--- src/hdl/ptc_map.svh ---
`ifndef PTC_MAP_SVH
`define PTC_MAP_SVH
// ==========================================================
// register offsets
`define PTC_OFF_CTRL     8'h00
`define PTC_OFF_MODE     8'h04
`define PTC_OFF_COUNT    8'h08
`define PTC_OFF_LIMIT    8'h0c
`define PTC_OFF_FLAGS    8'h10
`define PTC_OFF_IMASK    8'h14
`define PTC_OFF_PERIPH   8'h18
`define PTC_OFF_CAPT     8'h1c
// ==========================================================
// field positions
`define PTC_CTRL_CLKEN   0
`define PTC_CTRL_DISABLE 1
`define PTC_CTRL_SWTRG   2
`define PTC_MODE_SEL_LSB 0
`define PTC_MODE_SEL_MSB 2
`define PTC_MODE_RESTART 14
`define PTC_MODE_WAVE    15
`define PTC_MODE_OUTA    16
`define PTC_MODE_OUTB    17
`define PTC_FLAG_OVF     0
`define PTC_FLAG_LOAD    1
`define PTC_FLAG_CMP     4
`define PTC_FLAG_CLKSTA  16
`define PTC_PERIPH_EN    0
// ==========================================================
// masks and reset values
`define PTC_MODE_MASK    32'h0003_c007
`define PTC_EVT_MASK     32'h0000_0013
`define PTC_MODE_RST     32'h0000_0000
`define PTC_LIMIT_RST    16'h0000
`define PTC_IMASK_RST    32'h0000_0000
`define PTC_COUNT_MAX    16'hffff
// ==========================================================
// clock select codes and divider taps
`define PTC_SEL_DIV2     3'h0
`define PTC_SEL_DIV8     3'h1
`define PTC_SEL_DIV128   3'h2
`define PTC_SEL_DIV1024  3'h3
`define PTC_SEL_SLOW     3'h4
`define PTC_DIV2_LOG     1
`define PTC_DIV8_LOG     3
`define PTC_DIV128_LOG   7
`define PTC_DIV1024_LOG  10
`define PTC_SLOW_HZ      32768
`define PTC_MAIN_CLK_HZ  250000000
// ==========================================================
// bus responses
`define PTC_RESP_OKAY    2'h0
`define PTC_RESP_SLVERR  2'h2
`endif

--- src/hdl/ptc_pkg.sv ---
package ptc_pkg;
   typedef logic [2:0]  ptc_sel_t;
   typedef logic [15:0] ptc_count_t;
   typedef enum logic {PTC_CAPTURE, PTC_WAVE} ptc_mode_t;
endpackage

--- src/hdl/ptc_tick_if.sv ---
`timescale 1ns/1ps
interface ptc_tick_if;
   import ptc_pkg::*;
   ptc_sel_t sel;
   logic     run;
   logic     slow_edge;
   logic     tick;
   modport prescale (input sel, input run, input slow_edge, output tick);
   modport core     (output sel, output run, output slow_edge, input tick);
endinterface

--- src/hdl/ptc_sync3.sv ---
`timescale 1ns/1ps
module ptc_sync3
(
   input  wire logic aclk,
   input  wire logic aresetn,
   input  wire logic async_in,
   output logic      level,
   output logic      rise
);
   import ptc_pkg::*;
   logic stage1_reg;
   logic stage2_reg;
   logic stage3_reg;

   // ==========================================================
   // three-flop synchroniser, level accepted when 2 and 3 agree
   always_ff @(posedge aclk)
   begin
      if (!aresetn)
      begin
         stage1_reg <= 1'b0;
         stage2_reg <= 1'b0;
         stage3_reg <= 1'b0;
         level      <= 1'b0;
         rise       <= 1'b0;
      end
      else
      begin
         stage1_reg <= async_in;
         stage2_reg <= stage1_reg;
         stage3_reg <= stage2_reg;
         rise       <= 1'b0;
         if (stage2_reg == stage3_reg)
         begin
            level <= stage3_reg;
            rise  <= stage3_reg & ~level;
         end
      end
   end
endmodule

--- src/hdl/ptc_prescale.sv ---
`timescale 1ns/1ps
`include "ptc_map.svh"
module ptc_prescale
#(
   parameter int DIV_W = `PTC_DIV1024_LOG
)
(
   input  wire logic  aclk,
   input  wire logic  aresetn,
   ptc_tick_if.prescale tk
);
   import ptc_pkg::*;
   logic [DIV_W-1:0] div_reg;
   logic             tick_next;

   // ==========================================================
   // tap select
   always_comb
   begin
      case (tk.sel)
         `PTC_SEL_DIV2:    tick_next = &div_reg[`PTC_DIV2_LOG-1:0];
         `PTC_SEL_DIV8:    tick_next = &div_reg[`PTC_DIV8_LOG-1:0];
         `PTC_SEL_DIV128:  tick_next = &div_reg[`PTC_DIV128_LOG-1:0];
         `PTC_SEL_DIV1024: tick_next = &div_reg[`PTC_DIV1024_LOG-1:0];
         `PTC_SEL_SLOW:    tick_next = tk.slow_edge;
         default:          tick_next = 1'b0;
      endcase
   end

   // ==========================================================
   // divider frozen while peripheral clock is off
   always_ff @(posedge aclk)
   begin
      if (!aresetn)
      begin
         div_reg <= '0;
         tk.tick <= 1'b0;
      end
      else
      begin
         tk.tick <= tk.run & tick_next;
         if (tk.run)
         begin
            div_reg <= div_reg + {{(DIV_W-1){1'b0}}, 1'b1};
         end
      end
   end
endmodule

--- src/hdl/ptc_top.sv ---
// Implementation choices: the placing of the registers and register access over AXI4-Lite.
`timescale 1ns/1ps
`include "ptc_map.svh"
//Contract
// - no counting until the peripheral clock enable register is written
// - the clock disable bit stops the counter clock
// - mode register picks capture or waveform; compare works in both
// - waveform mode can drive the level toggled on each compare match onto output a or b
// - with restart set, counter returns to zero after reaching limit
// - input clock is master divided by 2, 8, 128, 1024 or slow clock
// - counter and limit are 16 bits wide
// - enabled compare flag raises the interrupt on a limit match
// - interrupt stays until the flags register is read
module ptc_top
(
   input  wire logic        aclk,
   input  wire logic        aresetn,
   input  wire logic [7:0]  s_axi_awaddr,
   input  wire logic [2:0]  s_axi_awprot,
   input  wire logic        s_axi_awvalid,
   output logic             s_axi_awready,
   input  wire logic [31:0] s_axi_wdata,
   input  wire logic [3:0]  s_axi_wstrb,
   input  wire logic        s_axi_wvalid,
   output logic             s_axi_wready,
   output logic [1:0]       s_axi_bresp,
   output logic             s_axi_bvalid,
   input  wire logic        s_axi_bready,
   input  wire logic [7:0]  s_axi_araddr,
   input  wire logic [2:0]  s_axi_arprot,
   input  wire logic        s_axi_arvalid,
   output logic             s_axi_arready,
   output ptc_pkg::ptc_count_t s_axi_rdata_lo,
   output logic [15:0]      s_axi_rdata_hi,
   output logic [1:0]       s_axi_rresp,
   output logic             s_axi_rvalid,
   input  wire logic        s_axi_rready,
   input  wire logic        slow_clk_in,
   input  wire logic        capture_in,
   output logic             wave_output_a,
   output logic             wave_output_b,
   output logic             irq
);
   import ptc_pkg::*;

   ptc_tick_if tk ();

   logic [7:0]  aw_addr_reg;
   logic        aw_pend_reg;
   logic [31:0] w_data_reg;
   logic [3:0]  w_strb_reg;
   logic        w_pend_reg;
   logic        wr_do;
   logic        rd_do;
   logic        wr_ok;
   logic [31:0] rd_val;
   logic        rd_ok;
   logic [31:0] mode_reg;
   ptc_count_t  limit_reg;
   logic [31:0] imask_reg;
   logic        periph_clock_enable_reg;
   logic        clk_en_reg;
   ptc_count_t  count_reg;
   ptc_count_t  count_next;
   ptc_count_t  capt_reg;
   logic [31:0] flags_reg;
   logic [31:0] flags_next;
   logic [31:0] evt;
   logic        wave_reg;
   logic        ctl_en;
   logic        ctl_dis;
   logic        ctl_trg;
   logic        step;
   logic        wrap;
   logic        cmp_evt;
   logic        ovf_evt;
   logic        load_evt;
   logic        flag_rd;
   logic        slow_rise;
   logic        capt_rise;
   ptc_mode_t   mode;

   // ==========================================================
   // byte-lane merge
   function automatic logic [31:0] merge
   (
      input logic [31:0] old_v,
      input logic [31:0] new_v,
      input logic [3:0]  strb
   );
      logic [31:0] res;
      res = old_v;
      for (int i = 0; i < 4; i++)
      begin
         if (strb[i])
         begin
            res[8*i +: 8] = new_v[8*i +: 8];
         end
      end
      return res;
   endfunction

   // ==========================================================
   // pin synchronisers and prescaler
   ptc_sync3 u_slow_sync
   (
      .aclk     (aclk),
      .aresetn  (aresetn),
      .async_in (slow_clk_in),
      .level    (),
      .rise     (slow_rise)
   );

   ptc_sync3 u_capt_sync
   (
      .aclk     (aclk),
      .aresetn  (aresetn),
      .async_in (capture_in),
      .level    (),
      .rise     (capt_rise)
   );

   ptc_prescale u_prescale
   (
      .aclk    (aclk),
      .aresetn (aresetn),
      .tk      (tk.prescale)
   );

   assign tk.sel = mode_reg[`PTC_MODE_SEL_MSB:`PTC_MODE_SEL_LSB];
   assign tk.run = periph_clock_enable_reg;
   assign tk.slow_edge = slow_rise;

   // ==========================================================
   // write channel: address and data in either order
   assign wr_do = aw_pend_reg & w_pend_reg & ~s_axi_bvalid;

   always_ff @(posedge aclk)
   begin
      if (!aresetn)
      begin
         aw_pend_reg   <= 1'b0;
         aw_addr_reg   <= 8'h00;
         s_axi_awready <= 1'b1;
      end
      else if (s_axi_awvalid && s_axi_awready)
      begin
         aw_pend_reg   <= 1'b1;
         aw_addr_reg   <= s_axi_awaddr;
         s_axi_awready <= 1'b0;
      end
      else if (wr_do)
      begin
         aw_pend_reg <= 1'b0;
      end
      else if (s_axi_bvalid && s_axi_bready)
      begin
         s_axi_awready <= 1'b1;
      end
   end

   always_ff @(posedge aclk)
   begin
      if (!aresetn)
      begin
         w_pend_reg   <= 1'b0;
         w_data_reg   <= 32'h0000_0000;
         w_strb_reg   <= 4'h0;
         s_axi_wready <= 1'b1;
      end
      else if (s_axi_wvalid && s_axi_wready)
      begin
         w_pend_reg   <= 1'b1;
         w_data_reg   <= s_axi_wdata;
         w_strb_reg   <= s_axi_wstrb;
         s_axi_wready <= 1'b0;
      end
      else if (wr_do)
      begin
         w_pend_reg <= 1'b0;
      end
      else if (s_axi_bvalid && s_axi_bready)
      begin
         s_axi_wready <= 1'b1;
      end
   end

   always_comb
   begin
      wr_ok = 1'b0;
      if (aw_addr_reg == `PTC_OFF_CTRL)
         wr_ok = 1'b1;
      else if (aw_addr_reg == `PTC_OFF_MODE)
         wr_ok = 1'b1;
      else if (aw_addr_reg == `PTC_OFF_LIMIT)
         wr_ok = 1'b1;
      else if (aw_addr_reg == `PTC_OFF_IMASK)
         wr_ok = 1'b1;
      else if (aw_addr_reg == `PTC_OFF_PERIPH)
         wr_ok = 1'b1;
   end

   always_ff @(posedge aclk)
   begin
      if (!aresetn)
      begin
         s_axi_bvalid <= 1'b0;
         s_axi_bresp  <= `PTC_RESP_OKAY;
      end
      else if (wr_do)
      begin
         s_axi_bvalid <= 1'b1;
         s_axi_bresp  <= wr_ok ? `PTC_RESP_OKAY : `PTC_RESP_SLVERR;
      end
      else if (s_axi_bready)
      begin
         s_axi_bvalid <= 1'b0;
      end
   end

   // ==========================================================
   // software-written registers
   always_ff @(posedge aclk)
   begin
      if (!aresetn)
      begin
         mode_reg  <= `PTC_MODE_RST;
         limit_reg <= `PTC_LIMIT_RST;
         imask_reg <= `PTC_IMASK_RST;
         periph_clock_enable_reg <= 1'b0;
      end
      else if (wr_do)
      begin
         if (aw_addr_reg == `PTC_OFF_MODE)
            mode_reg <= merge(mode_reg, w_data_reg, w_strb_reg)
                        & `PTC_MODE_MASK;
         else if (aw_addr_reg == `PTC_OFF_LIMIT)
            limit_reg <= ptc_count_t'(merge({16'h0000, limit_reg},
                                            w_data_reg, w_strb_reg));
         else if (aw_addr_reg == `PTC_OFF_IMASK)
            imask_reg <= merge(imask_reg, w_data_reg, w_strb_reg)
                         & `PTC_EVT_MASK;
         else if (aw_addr_reg == `PTC_OFF_PERIPH &&
                  w_strb_reg[0] && w_data_reg[`PTC_PERIPH_EN])
            periph_clock_enable_reg <= 1'b1;
      end
   end

   // control command pulses
   always_comb
   begin
      ctl_en  = 1'b0;
      ctl_dis = 1'b0;
      ctl_trg = 1'b0;
      if (wr_do && aw_addr_reg == `PTC_OFF_CTRL && w_strb_reg[0])
      begin
         ctl_en  = w_data_reg[`PTC_CTRL_CLKEN];
         ctl_dis = w_data_reg[`PTC_CTRL_DISABLE];
         ctl_trg = w_data_reg[`PTC_CTRL_SWTRG];
      end
   end

   // ==========================================================
   // channel clock enable, disable wins
   always_ff @(posedge aclk)
   begin
      if (!aresetn)
         clk_en_reg <= 1'b0;
      else if (ctl_dis)
         clk_en_reg <= 1'b0;
      else if (ctl_en)
         clk_en_reg <= 1'b1;
   end

   // ==========================================================
   // counter
   assign mode = mode_reg[`PTC_MODE_WAVE] ? PTC_WAVE : PTC_CAPTURE;
   assign step = tk.tick & clk_en_reg & periph_clock_enable_reg;
   assign wrap = mode_reg[`PTC_MODE_RESTART] &&
                 (count_reg == limit_reg);

   always_comb
   begin
      count_next = count_reg;
      if (step)
      begin
         if (wrap)
            count_next = 16'h0000;
         else
            count_next = count_reg + 16'h0001;
      end
   end

   assign cmp_evt = step && (count_next == limit_reg);
   assign ovf_evt = step && !wrap && (count_reg == `PTC_COUNT_MAX);
   assign load_evt = capt_rise && (mode == PTC_CAPTURE) &&
                     clk_en_reg && periph_clock_enable_reg;

   always_ff @(posedge aclk)
   begin
      if (!aresetn)
         count_reg <= 16'h0000;
      else if (ctl_trg && !ctl_dis && (clk_en_reg || ctl_en))
         count_reg <= 16'h0000;
      else
         count_reg <= count_next;
   end

   always_ff @(posedge aclk)
   begin
      if (!aresetn)
         capt_reg <= 16'h0000;
      else if (load_evt)
         capt_reg <= count_reg;
   end

   // ==========================================================
   // waveform outputs
   always_ff @(posedge aclk)
   begin
      if (!aresetn)
      begin
         wave_reg      <= 1'b0;
         wave_output_a <= 1'b0;
         wave_output_b <= 1'b0;
      end
      else
      begin
         if (cmp_evt && mode == PTC_WAVE)
            wave_reg <= ~wave_reg;
         wave_output_a <= (mode == PTC_WAVE) &&
                          mode_reg[`PTC_MODE_OUTA] && wave_reg;
         wave_output_b <= (mode == PTC_WAVE) &&
                          mode_reg[`PTC_MODE_OUTB] && wave_reg;
      end
   end

   // ==========================================================
   // read channel
   assign rd_do   = s_axi_arvalid & s_axi_arready;
   assign flag_rd = rd_do && (s_axi_araddr == `PTC_OFF_FLAGS);

   always_comb
   begin
      rd_val = 32'h0000_0000;
      rd_ok  = 1'b1;
      if (s_axi_araddr == `PTC_OFF_CTRL)
         rd_val = 32'h0000_0000;
      else if (s_axi_araddr == `PTC_OFF_MODE)
         rd_val = mode_reg;
      else if (s_axi_araddr == `PTC_OFF_COUNT)
         rd_val = {16'h0000, count_reg};
      else if (s_axi_araddr == `PTC_OFF_LIMIT)
         rd_val = {16'h0000, limit_reg};
      else if (s_axi_araddr == `PTC_OFF_FLAGS)
         rd_val = flags_reg | ({31'h0, clk_en_reg} << `PTC_FLAG_CLKSTA);
      else if (s_axi_araddr == `PTC_OFF_IMASK)
         rd_val = imask_reg;
      else if (s_axi_araddr == `PTC_OFF_PERIPH)
         rd_val = {31'h0, periph_clock_enable_reg};
      else if (s_axi_araddr == `PTC_OFF_CAPT)
         rd_val = {16'h0000, capt_reg};
      else
         rd_ok = 1'b0;
   end

   always_ff @(posedge aclk)
   begin
      if (!aresetn)
      begin
         s_axi_arready  <= 1'b1;
         s_axi_rvalid   <= 1'b0;
         s_axi_rdata_lo <= 16'h0000;
         s_axi_rdata_hi <= 16'h0000;
         s_axi_rresp    <= `PTC_RESP_OKAY;
      end
      else if (rd_do)
      begin
         s_axi_arready  <= 1'b0;
         s_axi_rvalid   <= 1'b1;
         s_axi_rdata_lo <= rd_val[15:0];
         s_axi_rdata_hi <= rd_val[31:16];
         s_axi_rresp    <= rd_ok ? `PTC_RESP_OKAY : `PTC_RESP_SLVERR;
      end
      else if (s_axi_rvalid && s_axi_rready)
      begin
         s_axi_arready <= 1'b1;
         s_axi_rvalid  <= 1'b0;
      end
   end

   // ==========================================================
   // sticky flags, set wins over read clear
   always_comb
   begin
      evt                = 32'h0000_0000;
      evt[`PTC_FLAG_OVF]  = ovf_evt;
      evt[`PTC_FLAG_LOAD] = load_evt;
      evt[`PTC_FLAG_CMP]  = cmp_evt;
      flags_next = (flag_rd ? 32'h0000_0000 : flags_reg) | evt;
   end

   always_ff @(posedge aclk)
   begin
      if (!aresetn)
      begin
         flags_reg <= 32'h0000_0000;
         irq       <= 1'b0;
      end
      else
      begin
         flags_reg <= flags_next;
         irq       <= |(flags_next & imask_reg);
      end
   end
endmodule

--- config.mk ---
export PLATFORM = sky130hd
export DESIGN_NAME = ptc_top
export DESIGN_NICKNAME = d
export VERILOG_FILES = /design/src/hdl/ptc_pkg.sv /design/src/hdl/ptc_tick_if.sv /design/src/hdl/ptc_sync3.sv /design/src/hdl/ptc_prescale.sv /design/src/hdl/ptc_top.sv
export VERILOG_INCLUDE_DIRS = /design/src /design/src/hdl
export SDC_FILE = /design/constraint.sdc
export NUM_CORES = 1
export LEC_CHECK = 0
export BUFFER_PORTS_ARGS = -buffer_cell sky130_fd_sc_hd__buf_2
export CORE_MARGIN = 3
export CORE_UTILIZATION = 40
export DETAILED_ROUTE_END_ITERATION = 12
export GPL_TIMING_DRIVEN = 0
export PLACE_DENSITY = 0.74
export SLEW_MARGIN = 20
export SYNTH_ARGS = -nofsm -noshare
export SYNTH_HDL_FRONTEND = slang
export SYNTH_SLANG_ARGS = --single-unit
--- constraint.sdc ---
create_clock -name aclk -period 3 [get_ports aclk]
set_clock_uncertainty 0.1 [all_clocks]
set_input_delay 0.3 -clock aclk [delete_from_list [all_inputs] [get_ports aclk]]
set_output_delay 0.3 -clock aclk [all_outputs]
set_load 0.1 [all_outputs]
==> summary.txt <==
Pre-Repair DR Iteration Count = 6
Overall die height = 133.5 microns
RSZ-0062 raised after global routing = true
Final number of setup-violating endpoints = 1
Routed length per instance = 15.69 microns
Maxcap violations = 0
Hold Crit Class = primary input to register
FF+latch count, synth = 144
Critical Path AT = 3.37 ns
Core Box Area = 15540 sq um
Max FFs per register = 18
Async set-reset flop share out of synthesis = 0%
Fmax = 320.9 MHz
DP HPWL = 13100 microns
Sequential share of the synthesized area = 44.36%
WHS = 0.01148 ns
R2R depth = 9
Slew HR = 41.93%
Post-Place Cells = 1089
CTS tree = yes
Routed wire length = 17680 microns
Vias per cell = 5.289
Crit. End Element = register
Hold Path Sink = aw_addr_reg[2]$_SDFFE_PN0P_
Worst-skew pair later-pin latency = 0.43 ns
Die area = 17810 sq um
Top cells by area, synth = dfxtp_1 (44%), nand2_1 (8.0%), a21oi_1 (7.1%), nor2_1 (6.1%), mux2i_1 (4.0%)
Share of cells above drive strength 1 = 18.34%
Top FF cell, synth = dfxtp_1
ANT cells = 0
Post-synth top area share = 44.36%
Setup slack, reg-to-reg = -0.12 ns
Vias in the first global route = 5348
Count leader, synth = dfxtp_1
# nets final = 973
Via count = 5961
Initial core utilization = 41.82%
Reg-to-Reg Start = u_prescale.tk.tick$_SDFF_PN0_
Post-synth top cells = dfxtp_1 (144), nand2_1 (138), nor2_1 (105), a21oi_1 (92), clkbuf_1 (34)
Crit-path max cell delay = 0.57 ns
Clock Sinks = 144
Fin worst setup slack = -0.1164 ns
Area leader, netlist = dfxtp_1
Fin cells = 1127
Gpl congestion = 0.9524
Initial drt markers = 600
Pwr/cell area = 569.0 nW/um^2
Tmin final = 3.116 ns
Crit start category = register
Hold Path Origin = s_axi_awaddr[2]
CP max-delay cell = or4_4
CP Cell Sequence = nand4_4 -> or2_4 -> xor2_2 -> a221o_1 -> a221oi_2 -> o2111ai_2 -> or4_4 -> or4_4 -> a21oi_2
Static Leak = 3.136 nW
Ys Warns = 0
Period utilization = 103.9%
Worst R2R End = wave_reg$_SDFFE_PN0P_
Hold Fails Final Rpt = 0
Congestion Overflow GR = 0
Final Power = 4.587 mW
Cell Area, Synth = 6499 sq um
Remaining DRCs = 0
Outcome = complete, but fails checks
Avg Inst Size Synth = 8.226 sq um
CP max FO = 4
Total Routing Usage GR = 20.03%
EDFF count, synth = 0
Mapped Cells = 790
Area post-placement = 7212 sq um
Clk slew on worst S/H paths = 0.06 ns
CTS HTree Levels = 4
First-pass GRT wire length = 28240 microns
CTS Buffer Depth = 2
CP required = 3.25 ns
Least-Margin Pin Slew = 0.8679 ns
Setup TNS = -0.1164 ns
Std cell rows = 45
FILL cells = 1492
Num CTS Buffers = 17
CP most frequent cell = or4_4
Post-synth cell types = 61
Number of top-level pins = 111
Worst Hold Depth = 3
Initial antenna violation count = 0
Root buf cell = clkbuf_16
Post-route cell area = 8060 sq um
Maximum VDD drop = 450.4 uV
Final Slew Violations = 0
WS Path Type = register to register
Failing checks = negative setup slack
IO buf count = 73
Largest net degree at the start of global routing = 17
Post-route ant nets = 0
Die Width = 133.5 microns
Area Overhead vs Synth = 24.03%
==> logic make-up (layout without fill, tap and decap cells) <==
logic type / Yosys count / count (layout) / synth area share (%)
muxes: 30 / 30 / 4.698
AOI/OAI and AO/OA: 161 / 161 / 15.15
other: 1 / 16 / 0.05770
adders and majority gates: 3 / 3 / 0.5777
and+or+nand+nor: 340 / 340 / 23.99
DFF: 144 / 144 / 44.36
xor gates and xnor gates: 41 / 41 / 5.737
buffers and inverters: 70 / 181 / 5.429
==> power breakdown <==
group          internal, mW  total, mW  switching (mW)
sequential             1.95       1.98          0.0284
combinational        0.0874      0.354           0.267
clock                  1.44       2.26           0.820
total                  3.47       4.59            1.12
==> stage by stage <==
stage | setup slack (ns) | util (%)
finish | -0.1164 | 51.87
global route | -0.2477 | 51.87
CTS | -0.1930 | 51.10
detailed placement | -0.2116 | 46.41
global placement | -0.1898 | 46.37
floorplan | 0.09600 | -
==> final cells by class <==
cell class	instances	area, sq um	area share, %
Sequential cell	144	2890	35.86
Timing Repair Buffer	83	457.9	5.681
Clock inverter	13	183.9	2.282
Buffer	58	314.1	3.896
Inverter	8	30.03	0.3726
Multi-Input combinational cell	591	3467	43.01
Clock buffer	19	452.9	5.619
Tap cell	211	264.0	3.275
==> worst max-delay path by stage <==
stage	end	from	slack, ns	depth (start not counted)
final	wave_reg$_SDFFE_PN0P_	u_prescale.tk.tick$_SDFF_PN0_	-0.12	9
after global routing	wave_reg$_SDFFE_PN0P_	count_reg[4]$_SDFF_PP0_	-0.25	10
after CTS	wave_reg$_SDFFE_PN0P_	count_reg[1]$_SDFF_PP0_	-0.19	11
after detailed placement	wave_reg$_SDFFE_PN0P_	count_reg[0]$_SDFF_PP0_	-0.21	10
after global placement	wave_reg$_SDFFE_PN0P_	count_reg[0]$_SDFF_PP0_	-0.19	10
after floorplan	wave_reg$_SDFFE_PN0P_	count_reg[1]$_SDFF_PP0_	0.1	11
==> timing repair <==
item                                    4_1_cts  5_1_grt
hold buffers                                  7        0
endpoints found under the hold margin         7        0
setup buffers                                 0        3
pin swaps                                     0        7
endpoints found under the setup margin       11       12
resized for setup                             4       26
==> routing by layer <==
metal	part of all wire [%]	GRT usage (%)	vias up
li1	-	-	2947
met1	48	29.08	2763
met2	44	29.94	237
met3	7.7	5.098	14
met4	0.97	4.629	0
met5	0	0	-
==> cell usage in the layout (no fill, tap or decap), drive strengths merged, types with 5 or more instances in the layout <==
cell type    Yosys  final
a21oi           92     92
and2            12     12
nor3            11     11
xnor2           24     24
nand2          138    138
a222oi          14     14
inv              8     10
mux2i           26     26
and3             5      5
nor2           105    105
xor2            16     16
nand4           14     14
o21ai           22     22
nor4             6      6
dlygate4sd3      0      7
dfxtp          144    144
nand3           19     19
or3              5      5
clkbuf          34     50
conb             1     16
buf             28    103
==> worst max-delay path, delay by kind of cell (launching register included) <==
| family | cells | cell delay [ns] |
|---|---|---|
| and+or+nand+nor | 4 | 1.46 |
| AOI/OAI and AO/OA | 4 | 0.85 |
| DFF | 1 | 0.47 |
| xor gates and xnor gates | 1 | 0.16 |
Power figures use the tool's default switching activity.
